--- config.mk ---
export PLATFORM = sky130hd
export DESIGN_NAME = irf_request_flags
export DESIGN_NICKNAME = d
export VERILOG_FILES = /design/src/pkg/irf_pkg.sv /design/src/design/irf_request_flags.sv
export SDC_FILE = /design/constraint.sdc
export NUM_CORES = 1
export LEC_CHECK = 0
export BUFFER_PORTS_ARGS = -buffer_cell sky130_fd_sc_hd__buf_2
export CORE_MARGIN = 1
export CORE_UTILIZATION = 50
export CTS_CLUSTER_SIZE = 10
export DETAILED_ROUTE_END_ITERATION = 16
export HOLD_SLACK_MARGIN = 0.05
export PLACE_DENSITY_LB_ADDON = 0.3
export SLEW_MARGIN = 10
export SYNTH_ARGS = -nofsm -noshare
export SYNTH_HDL_FRONTEND = slang
export SYNTH_SLANG_ARGS = --single-unit
--- constraint.sdc ---
create_clock -name sys_clk -period 5.08 [get_ports sys_clk]
set_clock_uncertainty 0.1 [all_clocks]
set_input_delay 0.762 -clock sys_clk [delete_from_list [all_inputs] [get_ports sys_clk]]
set_output_delay 0.762 -clock sys_clk [all_outputs]
set_load 0.005 [all_outputs]
--- src/pkg/irf_pkg.sv ---
// Purpose: Constants, types and carriers for the interrupt request flag block.
// Assumes: Classic Wishbone slave, 32-bit data, 8-bit registers in the low byte.
// Notes: Offsets are byte addresses of aligned words.
package irf_pkg;
  localparam int ADDR_W = 8;
  localparam int EXT_N = 5;
  localparam int WAKE_N = 8;
  localparam int SRC_N = 14;
  localparam int SRC_W = 4;
  localparam logic [ADDR_W-1:0] OFS_FLAGS_ONE = 8'h00;
  localparam logic [ADDR_W-1:0] OFS_FLAGS_TWO = 8'h04;
  localparam logic [ADDR_W-1:0] OFS_WAKE_FLAGS = 8'h08;
  localparam logic [ADDR_W-1:0] OFS_WAKE_EDGE = 8'h0C;
  localparam logic [ADDR_W-1:0] OFS_ENABLE_ONE = 8'h10;
  localparam logic [ADDR_W-1:0] OFS_ENABLE_TWO = 8'h14;
  localparam logic [7:0] RST_FLAGS_ONE = 8'h20;
  localparam logic [7:0] RST_ZERO8 = 8'h00;
  localparam logic [7:0] KEEP_ALL = 8'hFF;
  localparam logic [EXT_N-1:0] EXT_IDLE = 5'h1F;
  localparam logic [WAKE_N-1:0] WAKE_IDLE = 8'hFF;
  localparam logic [23:0] RD_PAD = 24'h00_0000;
  localparam logic [31:0] RD_NONE = 32'h0000_0000;
  localparam logic [SRC_W-1:0] SRC_NONE = 4'h0;
  localparam logic [7:0] CNT_MAX = 8'hFF;
  localparam logic [7:0] CNT_ZERO = 8'h00;
  // Bit positions in the first and second request registers and enables
  localparam int ONE_TIMER_A = 7;
  localparam int ONE_RSVD_RW = 6;
  localparam int ONE_FIXED = 5;
  localparam int TWO_DT = 7;
  localparam int TWO_AD = 6;
  localparam int TWO_RSVD_RW = 5;
  localparam int TWO_TG = 4;
  localparam int TWO_FH = 3;
  localparam int TWO_FL = 2;
  localparam int TWO_TC = 1;
  localparam int TWO_EC = 0;
  localparam int EN1_WAKEUP = 5;
  // Priority index: lower wins
  localparam int SRC_WAKEUP = 5;
  localparam int SRC_TIMER_A = 6;
  localparam int SRC_TWO_BASE = 7;
  typedef enum logic [1:0] {IRF_BUS_IDLE = 2'b01, IRF_BUS_ACK = 2'b10} irf_bus_e;
  typedef struct packed {
    logic cyc;
    logic stb;
    logic we;
    logic [3:0] sel;
    logic [ADDR_W-1:0] adr;
    logic [31:0] dat;
  } irf_wb_req_s;
  typedef struct packed {
    logic [EXT_N-1:0] ext_irq_mode;
    logic [EXT_N-1:0] ext_edge_rising;
    logic [WAKE_N-1:0] wakeup_mode;
    logic tg_capture_mode;
    logic tg_edge_rising;
  } irf_pin_cfg_s;
  typedef struct packed {
    logic [7:0] timer_a_count;
    logic sleep_executed;
    logic direct_transfer_on;
    logic conversion_busy_flag;
    logic timer_g_overflow;
    logic overflow_irq_enable;
    logic timer_f_16bit;
    logic [7:0] timer_f_upper_counter;
    logic [7:0] timer_f_upper_compare;
    logic [7:0] timer_f_lower_counter;
    logic [7:0] timer_f_lower_compare;
    logic [7:0] timer_c_count;
    logic event_counter_16bit;
    logic [7:0] event_counter_upper;
    logic [7:0] event_counter_lower;
  } irf_periph_s;
endpackage

--- src/design/irf_request_flags.sv ---
// Purpose: Interrupt request flags, wakeup edge select, enables and request selection.
// Assumes: Peripheral inputs and CPU mask are on sys_clk; pins are asynchronous.
// Notes: Flags are sticky; software clears by writing 0, a set event wins over it.
//
// The address map and the Wishbone register port were decided locally.
module irf_request_flags
  import irf_pkg::*;
(
  input wire logic sys_clk,
  input wire logic rst,
  input wire irf_wb_req_s wb_i,
  output logic wb_ack_o,
  output logic [31:0] wb_dat_o,
  input wire logic [EXT_N-1:0] external_request_pin_n,
  input wire logic [WAKE_N-1:0] wakeup_pin_n,
  input wire logic timer_g_capture_pin,
  input wire irf_pin_cfg_s pin_cfg,
  input wire irf_periph_s periph,
  input wire logic cpu_irq_mask,
  output logic irq_request,
  output logic [SRC_W-1:0] irq_source
);

  irf_bus_e bus_state_r;
  logic ack_r;
  logic [31:0] dat_r;
  logic [7:0] flags_one_r;
  logic [7:0] flags_one_nxt;
  logic [7:0] flags_two_r;
  logic [7:0] flags_two_nxt;
  logic [7:0] wake_flags_r;
  logic [7:0] wake_flags_nxt;
  logic [7:0] wakeup_edge_select_r;
  logic [7:0] enable_one_r;
  logic [7:0] irq_enable_two_r;
  logic irq_request_r;
  logic [SRC_W-1:0] irq_source_r;

  logic [EXT_N-1:0] ext_s1_r;
  logic [EXT_N-1:0] ext_s2_r;
  logic [EXT_N-1:0] ext_prev_r;
  logic [WAKE_N-1:0] wake_s1_r;
  logic [WAKE_N-1:0] wake_s2_r;
  logic [WAKE_N-1:0] wake_prev_r;
  logic tg_s1_r;
  logic tg_s2_r;
  logic tg_prev_r;

  logic [7:0] ta_prev_r;
  logic [7:0] tc_prev_r;
  logic [7:0] ecu_prev_r;
  logic [7:0] ecl_prev_r;
  logic busy_prev_r;
  logic fh_match_prev_r;
  logic fl_match_prev_r;

  logic [EXT_N-1:0] ext_set;
  logic [WAKE_N-1:0] wake_set;
  logic [7:0] set_one;
  logic [7:0] set_two;
  logic ta_set;
  logic dt_set;
  logic ad_set;
  logic tg_set;
  logic fh_match;
  logic fl_match;
  logic tc_set;
  logic ecu_ovf;
  logic ecl_ovf;
  logic ec_set;

  logic bus_hit;
  logic wr_en;
  logic [7:0] wdat8;
  logic dec_one;
  logic dec_two;
  logic dec_wflags;
  logic dec_wedge;
  logic dec_en1;
  logic dec_en2;
  logic [7:0] rd8;
  logic rd_mapped;
  logic [7:0] keep_one;
  logic [7:0] keep_two;
  logic [7:0] keep_wake;
  logic [SRC_N-1:0] pending;

  // Edge of a synchronised level; rising selects low-to-high
  function automatic logic edge_hit(input logic prev, input logic cur, input logic rising);
    edge_hit = rising ? (~prev & cur) : (prev & ~cur);
  endfunction

  // Counter stepping from one fixed value to another between two samples
  function automatic logic steps(input logic [7:0] prev, input logic [7:0] cur,
                                 input logic [7:0] from_v, input logic [7:0] to_v);
    steps = (prev == from_v) && (cur == to_v);
  endfunction

  function automatic logic [SRC_W-1:0] first_set(input logic [SRC_N-1:0] v);
    first_set = SRC_NONE;
    for (int i = SRC_N - 1; i >= 0; i--)
    begin
      if (v[i])
      begin
        first_set = SRC_W'(i);
      end
    end
  endfunction

  // Pin synchronisers; the third stage only feeds edge detection
  always_ff @(posedge sys_clk or posedge rst)
  begin
    if (rst)
    begin
      ext_s1_r <= EXT_IDLE;
      ext_s2_r <= EXT_IDLE;
      ext_prev_r <= EXT_IDLE;
      wake_s1_r <= WAKE_IDLE;
      wake_s2_r <= WAKE_IDLE;
      wake_prev_r <= WAKE_IDLE;
      tg_s1_r <= 1'b0;
      tg_s2_r <= 1'b0;
      tg_prev_r <= 1'b0;
    end
    else
    begin
      ext_s1_r <= external_request_pin_n;
      ext_s2_r <= ext_s1_r;
      ext_prev_r <= ext_s2_r;
      wake_s1_r <= wakeup_pin_n;
      wake_s2_r <= wake_s1_r;
      wake_prev_r <= wake_s2_r;
      tg_s1_r <= timer_g_capture_pin;
      tg_s2_r <= tg_s1_r;
      tg_prev_r <= tg_s2_r;
    end
  end

  // One-cycle set pulse per pin edge, so a held level sets the flag only once
  genvar g;
  generate
    for (g = 0; g < EXT_N; g++)
    begin : g_ext
      assign ext_set[g] = pin_cfg.ext_irq_mode[g] &
                          edge_hit(ext_prev_r[g], ext_s2_r[g], pin_cfg.ext_edge_rising[g]);
    end
    for (g = 0; g < WAKE_N; g++)
    begin : g_wake
      assign wake_set[g] = pin_cfg.wakeup_mode[g] &
                           edge_hit(wake_prev_r[g], wake_s2_r[g], wakeup_edge_select_r[g]);
    end
  endgenerate

  // Previous samples of peripheral state, used to see wraps and transitions
  always_ff @(posedge sys_clk or posedge rst)
  begin
    if (rst)
    begin
      ta_prev_r <= CNT_ZERO;
      tc_prev_r <= CNT_ZERO;
      ecu_prev_r <= CNT_ZERO;
      ecl_prev_r <= CNT_ZERO;
      busy_prev_r <= 1'b0;
      fh_match_prev_r <= 1'b0;
      fl_match_prev_r <= 1'b0;
    end
    else
    begin
      ta_prev_r <= periph.timer_a_count;
      tc_prev_r <= periph.timer_c_count;
      ecu_prev_r <= periph.event_counter_upper;
      ecl_prev_r <= periph.event_counter_lower;
      busy_prev_r <= periph.conversion_busy_flag;
      fh_match_prev_r <= fh_match;
      fl_match_prev_r <= fl_match;
    end
  end

  always_comb
  begin
    ta_set = steps(ta_prev_r, periph.timer_a_count, CNT_MAX, CNT_ZERO);
    dt_set = periph.sleep_executed & periph.direct_transfer_on;
    ad_set = busy_prev_r & ~periph.conversion_busy_flag;
    tg_set = (pin_cfg.tg_capture_mode & edge_hit(tg_prev_r, tg_s2_r, pin_cfg.tg_edge_rising)) |
             (periph.timer_g_overflow & periph.overflow_irq_enable);
    if (periph.timer_f_16bit)
    begin
      fh_match = {periph.timer_f_upper_counter, periph.timer_f_lower_counter} ==
                 {periph.timer_f_upper_compare, periph.timer_f_lower_compare};
    end
    else
    begin
      fh_match = periph.timer_f_upper_counter == periph.timer_f_upper_compare;
    end
    fl_match = ~periph.timer_f_16bit &
               (periph.timer_f_lower_counter == periph.timer_f_lower_compare);
    tc_set = steps(tc_prev_r, periph.timer_c_count, CNT_MAX, CNT_ZERO) |
             steps(tc_prev_r, periph.timer_c_count, CNT_ZERO, CNT_MAX);
    ecu_ovf = steps(ecu_prev_r, periph.event_counter_upper, CNT_MAX, CNT_ZERO);
    ecl_ovf = steps(ecl_prev_r, periph.event_counter_lower, CNT_MAX, CNT_ZERO);
    ec_set = periph.event_counter_16bit ? ecu_ovf : (ecu_ovf | ecl_ovf);
  end

  // A match that stays true sets once, at the cycle it begins
  always_comb
  begin
    set_one = RST_ZERO8;
    set_one[ONE_TIMER_A] = ta_set;
    set_one[EXT_N-1:0] = ext_set;
    set_two = RST_ZERO8;
    set_two[TWO_DT] = dt_set;
    set_two[TWO_AD] = ad_set;
    set_two[TWO_TG] = tg_set;
    set_two[TWO_FH] = fh_match & ~fh_match_prev_r;
    set_two[TWO_FL] = fl_match & ~fl_match_prev_r;
    set_two[TWO_TC] = tc_set;
    set_two[TWO_EC] = ec_set;
  end

  // Register decode; any unmapped address still gets an ack with zero data
  always_comb
  begin
    dec_one = 1'b0;
    dec_two = 1'b0;
    dec_wflags = 1'b0;
    dec_wedge = 1'b0;
    dec_en1 = 1'b0;
    dec_en2 = 1'b0;
    rd8 = RST_ZERO8;
    rd_mapped = 1'b1;
    if (wb_i.adr == OFS_FLAGS_ONE)
    begin
      dec_one = 1'b1;
      rd8 = flags_one_r;
    end
    else if (wb_i.adr == OFS_FLAGS_TWO)
    begin
      dec_two = 1'b1;
      rd8 = flags_two_r;
    end
    else if (wb_i.adr == OFS_WAKE_FLAGS)
    begin
      dec_wflags = 1'b1;
      rd8 = wake_flags_r;
    end
    else if (wb_i.adr == OFS_WAKE_EDGE)
    begin
      dec_wedge = 1'b1;
      rd8 = wakeup_edge_select_r;
    end
    else if (wb_i.adr == OFS_ENABLE_ONE)
    begin
      dec_en1 = 1'b1;
      rd8 = enable_one_r;
    end
    else if (wb_i.adr == OFS_ENABLE_TWO)
    begin
      dec_en2 = 1'b1;
      rd8 = irq_enable_two_r;
    end
    else
    begin
      rd_mapped = 1'b0;
    end
  end

  assign bus_hit = wb_i.cyc & wb_i.stb & (bus_state_r == IRF_BUS_IDLE);
  assign wr_en = bus_hit & wb_i.we & wb_i.sel[0];
  assign wdat8 = wb_i.dat[7:0];

  // Classic single-cycle slave: ack one cycle after the request, then one idle cycle
  always_ff @(posedge sys_clk or posedge rst)
  begin
    if (rst)
    begin
      bus_state_r <= IRF_BUS_IDLE;
      ack_r <= 1'b0;
      dat_r <= RD_NONE;
    end
    else
    begin
      case (bus_state_r)
        IRF_BUS_IDLE:
        begin
          if (bus_hit)
          begin
            bus_state_r <= IRF_BUS_ACK;
            ack_r <= 1'b1;
            dat_r <= rd_mapped ? {RD_PAD, rd8} : RD_NONE;
          end
        end
        IRF_BUS_ACK:
        begin
          bus_state_r <= IRF_BUS_IDLE;
          ack_r <= 1'b0;
        end
        default:
        begin
          bus_state_r <= IRF_BUS_IDLE;
          ack_r <= 1'b0;
        end
      endcase
    end
  end

  // A write of 1 keeps a flag, 0 clears it; a set in the same cycle wins
  always_comb
  begin
    keep_one = (wr_en & dec_one) ? wdat8 : KEEP_ALL;
    keep_two = (wr_en & dec_two) ? wdat8 : KEEP_ALL;
    keep_wake = (wr_en & dec_wflags) ? wdat8 : KEEP_ALL;
    flags_one_nxt = (flags_one_r & keep_one) | set_one;
    flags_one_nxt[ONE_RSVD_RW] = (wr_en & dec_one) ? wdat8[ONE_RSVD_RW] : flags_one_r[ONE_RSVD_RW];
    flags_one_nxt[ONE_FIXED] = 1'b1;
    flags_two_nxt = (flags_two_r & keep_two) | set_two;
    flags_two_nxt[TWO_RSVD_RW] = (wr_en & dec_two) ? wdat8[TWO_RSVD_RW] : flags_two_r[TWO_RSVD_RW];
    wake_flags_nxt = (wake_flags_r & keep_wake) | wake_set;
  end

  always_ff @(posedge sys_clk or posedge rst)
  begin
    if (rst)
    begin
      flags_one_r <= RST_FLAGS_ONE;
      flags_two_r <= RST_ZERO8;
      wake_flags_r <= RST_ZERO8;
    end
    else
    begin
      flags_one_r <= flags_one_nxt;
      flags_two_r <= flags_two_nxt;
      wake_flags_r <= wake_flags_nxt;
    end
  end

  // Edge select and enables are plain read/write
  always_ff @(posedge sys_clk or posedge rst)
  begin
    if (rst)
    begin
      wakeup_edge_select_r <= RST_ZERO8;
      enable_one_r <= RST_ZERO8;
      irq_enable_two_r <= RST_ZERO8;
    end
    else if (wr_en)
    begin
      if (dec_wedge)
      begin
        wakeup_edge_select_r <= wdat8;
      end
      if (dec_en1)
      begin
        enable_one_r <= wdat8;
      end
      if (dec_en2)
      begin
        irq_enable_two_r <= wdat8;
      end
    end
  end

  // Only enabled flags compete; the event-counter enable gates its request here
  always_comb
  begin
    pending[EXT_N-1:0] = flags_one_r[EXT_N-1:0] & enable_one_r[EXT_N-1:0];
    pending[SRC_WAKEUP] = (|wake_flags_r) & enable_one_r[EN1_WAKEUP];
    pending[SRC_TIMER_A] = flags_one_r[ONE_TIMER_A] & enable_one_r[ONE_TIMER_A];
    pending[SRC_TWO_BASE] = flags_two_r[TWO_DT] & irq_enable_two_r[TWO_DT];
    pending[SRC_TWO_BASE+1] = flags_two_r[TWO_AD] & irq_enable_two_r[TWO_AD];
    pending[SRC_TWO_BASE+2] = flags_two_r[TWO_TG] & irq_enable_two_r[TWO_TG];
    pending[SRC_TWO_BASE+3] = flags_two_r[TWO_FH] & irq_enable_two_r[TWO_FH];
    pending[SRC_TWO_BASE+4] = flags_two_r[TWO_FL] & irq_enable_two_r[TWO_FL];
    pending[SRC_TWO_BASE+5] = flags_two_r[TWO_TC] & irq_enable_two_r[TWO_TC];
    pending[SRC_TWO_BASE+6] = flags_two_r[TWO_EC] & irq_enable_two_r[TWO_EC];
  end

  // Masked requests stay pending in the flags; nothing here clears them
  always_ff @(posedge sys_clk or posedge rst)
  begin
    if (rst)
    begin
      irq_request_r <= 1'b0;
      irq_source_r <= SRC_NONE;
    end
    else
    begin
      irq_request_r <= (|pending) & ~cpu_irq_mask;
      irq_source_r <= first_set(pending);
    end
  end

  assign wb_ack_o = ack_r;
  assign wb_dat_o = dat_r;
  assign irq_request = irq_request_r;
  assign irq_source = irq_source_r;

endmodule

# Word level (Yosys, flattened, before mapping)
# Index checks and enable logic that the tools add are counted.
# op_classes
eq_ne	15
n_mux	70
bitwise	108
n_reduce_logical	17
# op_table
operator	count
2-to-1 mux 8 bit	10
AND 1 bit	65
2-to-1 mux 4 bit	14
zero test 8 bit	6
2-to-1 mux 1 bit	44
equality test 8 bit, second input constant	5
inverter 1 bit	33
AND 8 bit	3
bitwise OR 8 bit	3
equality test 16 bit	1
equality test 8 x 4 -> 1 bit, second input constant	2
equality test 8 x 5 -> 1 bit, second input constant	2
equality test 8 bit	2
OR reduction 14 bit	1
equality test 8 x 3 -> 1 bit, second input constant	1
AND reduction 2 bit	4
OR reduction 8 bit	1
AND 5 bit	1
logical AND 1 bit	5
2-to-1 mux 2 bit	2
bitwise OR 1 bit	3
equality test 2 x 1 -> 1 bit, second input constant	1
inequality test 2 bit, second input constant	1
# word_totals
inputBits	155
elab_cells	239
out_inout_bits	38
regBits	164

# Depth between registers and ports, before layout
# Gate-level depths: netlist of the first run.
# logic_depth
depth_word	15
mapped_depth	7
ltp_nobuf	5

# Worst setup path after synthesis of the first run
# Ideal clock, no wire load.
# synth_path
path_type	input-to-reg
start	input wb_i[33] in the netlist's numbering
end	register flags_two_r[1]
path_buffers	0
setup_time_ns	0.146
required_ns	4.834
path_stages	5
arrival_ns	2.126
slack_ns	2.708
cell_sequence	or4_4 -> nor4_4 -> nand2_1 -> o21ai_0 -> o311ai_0
# synth_between
elab_chain_cells	7
elab_cells_between_ends	8
classes_between	1 x eq/ne; 3 x mux; 3 x bitwise; 1 x reduce/logical
# synth_lines
element	line_no	text
start: declaration	irf_request_flags.sv:11	input wire irf_wb_req_s wb_i,
equality test 8 x 3 -> 1 bit	irf_request_flags.sv:236	else if (wb_i.adr == OFS_FLAGS_TWO)
2-to-1 mux 1 bit	irf_request_flags.sv:236	
2-to-1 mux 1 bit *	irf_request_flags.sv:231	if (wb_i.adr == OFS_FLAGS_ONE)
AND 1 bit *	irf_request_flags.sv:310	keep_two = (wr_en & dec_two) ? wdat8 : KEEP_ALL;
2-to-1 mux 8 bit *	irf_request_flags.sv:310	
AND 8 bit *	irf_request_flags.sv:315	flags_two_nxt = (flags_two_r & keep_two) | set_two;
bitwise OR 8 bit *	irf_request_flags.sv:315	
named net flags_two_nxt[1]	irf_request_flags.sv:30	logic [7:0] flags_two_nxt;
end signal: assignment	irf_request_flags.sv:331	flags_two_r <= flags_two_nxt;
end: declaration	irf_request_flags.sv:29	logic [7:0] flags_two_r;
# The timed path passes the listed nets; every way through them passes the cells marked *.
# A chain may end at the register's enable or synchronous reset.

# Final worst setup path of the first run
# layout_path
start	register bus_state_r[0]
end	register flags_two_r[1]
# layout_between
elab_chain_cells	8
# layout_lines
element	line_no	text
start: declaration	irf_request_flags.sv:24	irf_bus_e bus_state_r;
start signal: assignment	irf_request_flags.sv:276	bus_state_r <= IRF_BUS_IDLE;
start signal: assignment	irf_request_flags.sv:287	bus_state_r <= IRF_BUS_ACK;
start signal: assignment	irf_request_flags.sv:294	bus_state_r <= IRF_BUS_IDLE;
equality test 2 x 1 -> 1 bit	irf_request_flags.sv:267	assign bus_hit = wb_i.cyc & wb_i.stb & (bus_state_r == IRF_BUS_IDLE);
AND 1 bit	irf_request_flags.sv:267	
AND 1 bit (2 in a row)	irf_request_flags.sv:268	assign wr_en = bus_hit & wb_i.we & wb_i.sel[0];
AND 1 bit	irf_request_flags.sv:310	
2-to-1 mux 8 bit	irf_request_flags.sv:310	
AND 8 bit	irf_request_flags.sv:315	
bitwise OR 8 bit	irf_request_flags.sv:315	
named net flags_two_nxt[1]	irf_request_flags.sv:30	
# The timed path passes the listed nets, and every way through them passes these cells.

==> metrics.cfg, run 1 <==
[power_and_ir_drop]
leakagePower_nw = 3.27
power_density_nw_per_um2 = 355
vdd_drop_max_v = 0.000225

[sta]
fmax_mhz = 369
setup_violations = 0
hold_viol = 0
layout_min_cycle_time_ns = 2.71
tightest_slew_ns = 0.956
timing.final.ws_setup_ns = 2.37
tns_ns = 0
max_slew_margin = 0.361
hold_ws_ns = 0.248
maxSlewViolCount = 0
rsz0062_at_grt = false
fin_crit_sh = 0.534

[flow_run]
cap_violations = 0

[cts]
cts.sinks = 139
root_buffer = clkbuf_16
clk_path_buf_depth = 2
post_cts.repair.setup_buffers = 0
cts_buffers = 17
cts_tree = yes
htree_levels = 4
clk_transition_reported_paths_ns = 0.06
post_cts_resized = 0
clk_latency_ns = 0.41
ctsHoldBuffers = 0

[floorplan]
coreArea_um2 = 11000
dieArea_um2 = 12000
ios = 193
fp.dieH_um = 109
die_w_um = 109
start_util = 0.522
core.rowCount = 38

[synthesis]
synthTopCellsByArea = dfrtp_1 43%, dfstp_2 18%, mux2_2 6.1%
synth_top_area_cell = dfrtp_1
yosysTopAreaCellShare = 0.430
syn_area_um2 = 5760
synth_cell_types = 48
ys_warn_count = 0
ys.flop_type = dfrtp_1
ys_seq_elements = 139
yosysSeqAreaShare = 0.612
async_reset_ff_frac = 1.00
synth-edff-count = 0
netlist_instances = 482
avgSynthCellArea_um2 = 12.0

[placed_design]
placed_area_um2 = 6520
portBuffers = 141
pre_cts_ws_ns = 2.00
gp_congestion = 0.866
dpl.hpwl_um = 9260

[routing]
antenna_left = 0
drc = 0
first_pass_iters = 4
via_per_inst = 5.47
first_iter_violations = 220
vias = 4293
drt_wl_total_um = 13200
wire_per_inst_um = 16.8

[setup_path]
reg2reg_to = flags_two_r[1]
rrSetupSlack_ns = 2.37
cp.required_ns = 5.25
crit_type = flip-flop to flip-flop
cp-start-kind = flip-flop
r2r_start = bus_state_r[0]
reg2regPathDepth = 5
worstPathArrival_ns = 2.88
crit_path_end_kind = flip-flop
crit_fanout = 15

[global_route]
grt_max_degree = 104
antenna_found_initial = 0
grt_overflow = 0
grt_pass1_wl_um = 20900
grt_usage = 0.237
grt_pass1_vias = 4219

[status]
status = finished clean

[layout]
regArea_um2 = 3530
synthToLayoutAreaGrowth_pct = 23.3
multiInputGateArea_um2 = 2070
fill_cells = 859
postLayoutCellArea_um2 = 7110
drive_gt1_frac = 0.389
final_nets = 787
num_antenna_cells = 0

[min_path]
hp-start = tg_s1_r
holdPathEnd = tg_s2_r
whs_path_depth = 0
hp-class = flip-flop to flip-flop

==> layout make-up <==
class | count | share of cell area
flip-flops and latches | 139 | 0.496
well taps | 140 | 0.0246
inverters | 8 | 0.00493
clock inverters | 10 | 0.0123
repair buffers | 142 | 0.100
multi-input cells | 324 | 0.291
clock buffers | 22 | 0.0699
==> power by group <==
part | leakage, nW | switching, W | internal [W]
Combinational | 1.35 | 0.0000895 | 0.0000642
Clock | 0.286 | 0.000452 | 0.000742
Sequential | 1.63 | 0.0000204 | 0.00116
Total | 3.27 | 0.000562 | 0.00196
==> synth_stat cells (6+ instances only) <==
master	number
nand4_1	13
inv_1	8
o21ai_0	45
nor4_1	16
buf_4	24
and3b_1	8
nand2_1	59
a22o_1	9
a21oi_1	14
clkbuf_1	7
o22ai_1	6
xor2_1	16
nor2_1	16
mux2_2	31
nor3b_1	10
nand3_1	7
dfstp_2	40
dfrtp_1	99
==> worst max-delay path by stage <==
| stage | startpoint | end | cells after the start | slack (ns) |
|---|---|---|---|---|
| after floorplan | rst | bus_state_r[1] | 1 | 0.56 |
| after global placement | wb_i[45] | flags_two_r[1] | 6 | 2.07 |
| after detailed placement | wb_i[35] | wake_flags_r[0] | 5 | 2.00 |
| after CTS | bus_state_r[0] | flags_two_r[1] | 5 | 2.39 |
| after global routing | bus_state_r[0] | flags_two_r[1] | 5 | 2.13 |
| final | bus_state_r[0] | flags_two_r[1] | 5 | 2.37 |
==> worst max-delay path, cell delays in order, from the launching register on <==
cell and delay (ns):
dfstp_2 0.51, nand4b_1 0.59, nor4_4 0.54, nand2_1 0.36
o21ai_0 0.30, o311ai_0 0.15
==> per-layer routing <==
layer,routed length [um],GRT usage,up-vias
met5,0,0,-
met4,301,0.110,0
met3,832,0.0628,25
met2,6440,0.372,181
met1,5630,0.310,2078
li1,-,-,2009
==> metrics by stage <==
stage               utilization  power [W]  std cells
finish                    0.644    0.00253        785
global route              0.644    0.00263        785
CTS                       0.644    0.00255        785
detailed placement        0.591    0.00135        753
global placement          0.591    0.00134        753
floorplan                     -    0.00128        505
==> cells in the final DEF (no fill, tap or decap), types with 2 or more instances in the layout <==
| cell type | instances |
|---|---|
| conb_1 | 24 |
| mux2_2 | 31 |
| a22o_1 | 9 |
| inv_1 | 7 |
| a22oi_1 | 3 |
| nor3_1 | 2 |
| clkbuf_1 | 2 |
| o22ai_1 | 6 |
| clkinvlp_4 | 2 |
| a32oi_1 | 4 |
| nor2_1 | 16 |
| xor2_1 | 16 |
| a32o_1 | 2 |
| and3b_1 | 8 |
| nand2b_1 | 4 |
| dfstp_2 | 40 |
| a21oi_1 | 14 |
| o21ai_0 | 45 |
| o31ai_1 | 5 |
| dfrtp_1 | 99 |
| nand4_1 | 13 |
| nand2_2 | 3 |
| o211ai_1 | 2 |
| nor3b_1 | 10 |
| a221oi_1 | 5 |
| clkinv_2 | 5 |
| inv_6 | 2 |
| nor2b_1 | 2 |
| nor4_1 | 16 |
| clkbuf_16 | 19 |
| buf_2 | 141 |
| nand3_1 | 7 |
| nor4_4 | 2 |
| nand2_1 | 59 |
==> kinds of logic after synthesis <==
kind of cell,share of synthesized area
AND/OR/NAND/NOR,0.139
XOR/XNOR,0.0243
buffers and inverters,0.0434
multiplexers,0.0606
flip-flops,0.612
AO/OA/AOI/OAI,0.120
other,0.000651
Note: power is estimated with default switching activity, not from simulation.
==> run 2, diff against run 1 <==
Settings changed: CORE_UTILIZATION 50 to 45.
Clock period 5.08 ns to 2.2 ns, I/O delays scaled along.
==> metrics.cfg, run 2 (same netlist as run 1, synthesis figures left out) <==
[routing]
wire_per_inst_um = 16.2  ; was 16.8 um
drt_wl_total_um = 14600  ; was 13200 um
vias = 4615  ; was 4293
first_iter_violations = 219  ; was 220
first_pass_iters = 4  ; unchanged
antenna_left = 0  ; unchanged
drc = 0  ; unchanged
via_per_inst = 5.14  ; was 5.47

[status]
status = finished clean  ; unchanged

[global_route]
grt_overflow = 0  ; unchanged
antenna_found_initial = 0  ; unchanged
grt_max_degree = 99  ; was 104
grt_pass1_wl_um = 23500  ; was 20900 um
grt_pass1_vias = 4753  ; was 4219
grt_usage = 0.241  ; was 0.237

[placed_design]
dpl.hpwl_um = 9890  ; was 9260 um
gp_congestion = 0.852  ; was 0.866
portBuffers = 141  ; unchanged
placedCellCount = 801  ; was 753

[floorplan]
ios = 193  ; unchanged
die_w_um = 115  ; was 109 um
start_util = 0.470  ; was 0.522
coreArea_um2 = 12300  ; was 11000 um2
core.rowCount = 40  ; was 38
fp.dieH_um = 115  ; was 109 um
dieArea_um2 = 13300  ; was 12000 um2

[cts]
post_cts.repair.setup_buffers = 0  ; unchanged
root_buffer = clkbuf_16  ; unchanged
clk_transition_reported_paths_ns = 0.06  ; about the same
htree_levels = 4  ; unchanged
clk_latency_ns = 0.42  ; was 0.41 ns
cts.sinks = 139  ; unchanged
post_cts_resized = 0  ; unchanged
cts_tree = yes  ; unchanged
clk_path_buf_depth = 2  ; unchanged
cts_buffers = 17  ; unchanged

[layout]
fill_cells = 970  ; was 859
final_nets = 872  ; was 787
stdcell_count = 898  ; was 785
most-common-layout-cells = 141 x buf_2, 99 x dfrtp_1, 65 x dlygate4sd3_1  ; was 141 x buf_2, 99 x dfrtp_1, 59 x nand2_1
num_antenna_cells = 0  ; unchanged
final_common_cell = buf_2  ; unchanged
synthToLayoutAreaGrowth_pct = 38.7  ; was 23.3%
drive_gt1_frac = 0.374  ; was 0.389

[flow_run]
cap_violations = 0  ; unchanged

[sta]
tightest_slew_ns = 0.501  ; was 0.956 ns
setup_violations = 0  ; unchanged
fmax_mhz = 493  ; was 369 MHz
hold_viol = 0  ; unchanged
max_slew_margin = 0.666  ; was 0.361
maxSlewViolCount = 0  ; unchanged
layout_min_cycle_time_ns = 2.03  ; was 2.71 ns
tns_ns = 0  ; unchanged
rsz0062_at_grt = false  ; unchanged
fin_crit_sh = 0.922  ; was 0.534

[setup_path]
crit_type = flip-flop to flip-flop  ; unchanged
worstPathArrival_ns = 2.21  ; was 2.88 ns
crit_fanout = 4  ; was 15
crit_path_end_kind = flip-flop  ; unchanged
cp-start-kind = flip-flop  ; unchanged
cp.required_ns = 2.38  ; was 5.25 ns
rrSetupSlack_ns = 0.17  ; was 2.37 ns

[power_and_ir_drop]
combPwrFrac = 0.077  ; was 0.061
vdd_drop_max_v = 0.000710  ; was 0.000225 V
power_switching_w = 0.00136  ; was 0.000562 W
clock_power_share = 0.477  ; was 0.473
intPower_w = 0.00474  ; was 0.00196 W
leakagePower_nw = 3.66  ; was 3.27 nW
swShare = 0.223  ; was 0.222
power_density_nw_per_um2 = 762  ; was 355 nW/um2
total_power_w = 0.00610  ; was 0.00253 W
seq_power_share = 0.446  ; was 0.466

[min_path]
hp-class = input port to flip-flop  ; was flip-flop to flip-flop

run 2: changes by cell type in the layout (fill, tap and decap cells not counted), sizes merged:
cell	delta
inv	+1
dlygate4sd3	+65
buf	+20
clkinv	-1
run 2: cell type report:
class / instances / area [um2] / share of cell area
clock buffers: 22 / 528 / 0.0660
clock inverters: 10 / 97.6 / 0.0122
well taps: 168 / 210 / 0.0263
multi-input cells: 324 / 2070 / 0.259
repair buffers: 227 / 1530 / 0.191
inverters: 8 / 33.8 / 0.00423
flip-flops and latches: 139 / 3530 / 0.441
run 2: critical path, stage by stage, from the launching register on:
cell and delay (ns):
dfstp_2 0.52, nand4b_1 0.23, nor4_4 0.38, nand2_1 0.14, buf_4 0.17, o21ai_0 0.19
o311ai_0 0.15
run 2: final timing paths:
path                                     start  cells past startpoint               to
max in group asynchronous                  rst                      4      ext_s1_r[1]
min in group asynchronous                  rst                      4  wake_flags_r[6]
worst min register to register    wake_s1_r[4]                      0     wake_s2_r[4]
worst max-delay path            bus_state_r[0]                      6   flags_two_r[1]
worst max register to register  bus_state_r[0]                      6   flags_two_r[1]
worst min-delay path               pin_cfg[16]                      3   flags_one_r[1]
run 2: through the flow:
step / cell area (um2) / hold slack, ns / setup WS, ns / util
6_report: 8000 / 0.0603 / 0.171 / 0.652
3_3_place_gp: 6720 / 0.232 / -0.0314 / 0.548
5_1_grt: 8000 / 0.103 / 0.0503 / 0.652
4_1_cts: 8000 / 0.0562 / 0.138 / 0.652
2_1_floorplan: 5850 / 0.231 / 0.0675 / -
3_5_place_dp: 6720 / 0.247 / -0.0991 / 0.548
run 2: metal layers:
layer / GRT usage / up-vias / wire, um
li1: - / 2177 / -
met1: 0.292 / 2263 / 5870
met3: 0.0596 / 20 / 788
met5: 0 / - / 0
met4: 0.0866 / 0 / 205
met2: 0.420 / 155 / 7710
run 2: power groups by stage:
stage          clock network, W  logic, W  registers, W
4_1_cts                 0.00296  0.000466       0.00272
3_3_place_gp                  0  0.000364       0.00276
3_5_place_dp                  0  0.000375       0.00276
6_report                0.00291  0.000468       0.00272
2_1_floorplan                 0  0.000204       0.00275
5_1_grt                 0.00307  0.000525       0.00273
run 2: repair_timing:
action	4_1_cts	5_1_grt
endpoints found under the setup margin	0	0
endpoints found under the hold margin	163	0
hold buffers	65	0
==> run 3, diff against run 2 <==
Settings changed: CORE_UTILIZATION 45 to 34.
==> metrics.cfg, run 3 (same netlist as run 1, synthesis figures left out) <==
[status]
status = finished clean  ; unchanged

[setup_path]
cp_slowest_cell = dfstp_2  ; unchanged
cp.required_ns = 2.40  ; was 2.38 ns
crit_fanout = 5  ; was 4
cp_cell_sequence = nand4b_1, buf_4, nor4_4, nand2_1, buf_4, o21ai_0, nand2_1  ; was nand4b_1, nor4_4, nand2_1, buf_4, o21ai_0, o311ai_0
crit_type = flip-flop to flip-flop  ; unchanged
worstPathArrival_ns = 2.25  ; was 2.21 ns
crit_path_end_kind = flip-flop  ; unchanged
cp-start-kind = flip-flop  ; unchanged
slowest_delay_ns = 0.52  ; about the same

[cts]
htree_levels = 4  ; unchanged
clk_latency_ns = 0.42  ; about the same
cts_buffers = 17  ; unchanged
cts.sinks = 139  ; unchanged
clk_path_buf_depth = 2  ; unchanged
cts_tree = yes  ; unchanged
root_buffer = clkbuf_16  ; unchanged
clk_transition_reported_paths_ns = 0.06  ; about the same

[power_and_ir_drop]
combPwrFrac = 0.078  ; was 0.077
seq_power_share = 0.448  ; was 0.446
power_switching_w = 0.00135  ; was 0.00136 W
vdd_drop_max_v = 0.000485  ; was 0.000710 V
intPower_w = 0.00473  ; was 0.00474 W
swShare = 0.222  ; was 0.223
total_power_w = 0.00608  ; was 0.00610 W
leakagePower_nw = 3.67  ; was 3.66 nW
power_density_nw_per_um2 = 752  ; was 762 nW/um2
clock_power_share = 0.475  ; was 0.477

[floorplan]
core.rowCount = 47  ; was 40
ios = 193  ; unchanged
fp.dieH_um = 132  ; was 115 um
coreArea_um2 = 16600  ; was 12300 um2
dieArea_um2 = 17500  ; was 13300 um2
start_util = 0.348  ; was 0.470
die_w_um = 132  ; was 115 um

[sta]
hold_viol = 0  ; unchanged
fin_crit_sh = 0.931  ; was 0.922
timing.final.ws_setup_ns = 0.151  ; was 0.171 ns
layout_min_cycle_time_ns = 2.05  ; was 2.03 ns
setup_violations = 0  ; unchanged
rsz0062_at_grt = false  ; unchanged
hold_ws_ns = 0.0688  ; was 0.0603 ns
maxSlewViolCount = 0  ; unchanged
fmax_mhz = 488  ; was 493 MHz

[global_route]
grt_pass1_vias = 4723  ; was 4753
antenna_found_initial = 0  ; unchanged
grt_pass1_wl_um = 23500  ; about the same
grt_usage = 0.175  ; was 0.241
grt_max_degree = 68  ; was 99
grt_overflow = 0  ; unchanged

[placed_design]
pre_cts_ws_ns = -0.191  ; was -0.0991 ns
dpl.hpwl_um = 10500  ; was 9890 um
placedCellCount = 857  ; was 801
portBuffers = 141  ; unchanged
gp_congestion = 0.858  ; was 0.852

[layout]
synthToLayoutAreaGrowth_pct = 40.3  ; was 38.7%
final_util = 0.488  ; was 0.652
fill_cells = 1517  ; was 970
final_nets = 877  ; was 872
drive_gt1_frac = 0.382  ; was 0.374
stdcell_count = 955  ; was 898
most-common-layout-cells = 141 x buf_2, 99 x dfrtp_1, 62 x dlygate4sd3_1  ; was 141 x buf_2, 99 x dfrtp_1, 65 x dlygate4sd3_1
num_antenna_cells = 0  ; unchanged
final_common_cell = buf_2  ; unchanged

[routing]
via_per_inst = 4.85  ; was 5.14
first_pass_iters = 4  ; unchanged
first_iter_violations = 222  ; was 219
wire_per_inst_um = 15.3  ; was 16.2 um
antenna_left = 0  ; unchanged
vias = 4628  ; was 4615
drt_wl_total_um = 14600  ; about the same
drc = 0  ; unchanged

[min_path]
hp-class = input port to flip-flop  ; unchanged

[flow_run]
cap_violations = 0  ; unchanged

## run 3: cell count changes in the layout (fill, tap and decap cells not counted), sizes merged
cell,before,now
inv,10,8
buf,162,170
dlygate4sd3,65,62
bufinv,1,3
clkinvlp,2,4
clkbuf,22,18
clkinv,5,7
## run 3: area by class of cell
type                    count  area [um2]  area share
clock buffers              18         439      0.0543
clock inverters            14         171      0.0212
inverters                   8        33.8     0.00418
multi-input cells         324        2070       0.256
flip-flops and latches    139        3530       0.436
well taps                 220         275      0.0340
repair buffers            232        1570       0.194
## run 3: timing repair
item	CTS	global route
hold buffers	62	0
pin swaps	1	1
setup endpoints to repair	1	1
resized for setup	0	2
hold endpoints to repair	68	0
buffers inserted	0	4
## run 3: routing by layer
metal,routed length (um),track usage,vias up
li1,-,-,2193
met1,6450,0.216,2254
met2,7200,0.292,152
met3,594,0.0404,29
met4,383,0.0817,0
met5,0,0,-
## run 3: through the flow
step / cell area (um2) / TNS [ns]
2_1_floorplan: 5850 / 0
3_3_place_gp: 6830 / -0.146
3_5_place_dp: 6830 / -0.192
4_1_cts: 8060 / 0
5_1_grt: 8090 / 0
6_report: 8090 / 0
## run 3: worst paths after layout
check	from	to	slack (ns)	cells past startpoint
max in group asynchronous	rst	wake_s2_r[1]	0.96	4
max	bus_state_r[0]	wake_flags_r[0]	0.15	7
min in group asynchronous	rst	busy_prev_r	0.35	3
min reg2reg	tg_s1_r	tg_s2_r	0.25	0
max reg2reg	bus_state_r[0]	wake_flags_r[0]	0.15	7
min	pin_cfg[17]	flags_one_r[2]	0.07	3
## run 3: power by group through the flow
stage	sequential [W]	clock [W]	combinational, W
after detailed placement	0.00277	0	0.000388
after global routing	0.00273	0.00307	0.000526
after CTS	0.00272	0.00297	0.000474
final	0.00272	0.00289	0.000473
after global placement	0.00276	0	0.000376
after floorplan	0.00275	0	0.000204
## run 3: critical path: cells and delay by family (launching register included)
family | cells | cell delay (ns)
flops | 1 | 0.52
buf+inv | 2 | 0.42
compound gates | 1 | 0.16
simple gates | 4 | 0.73
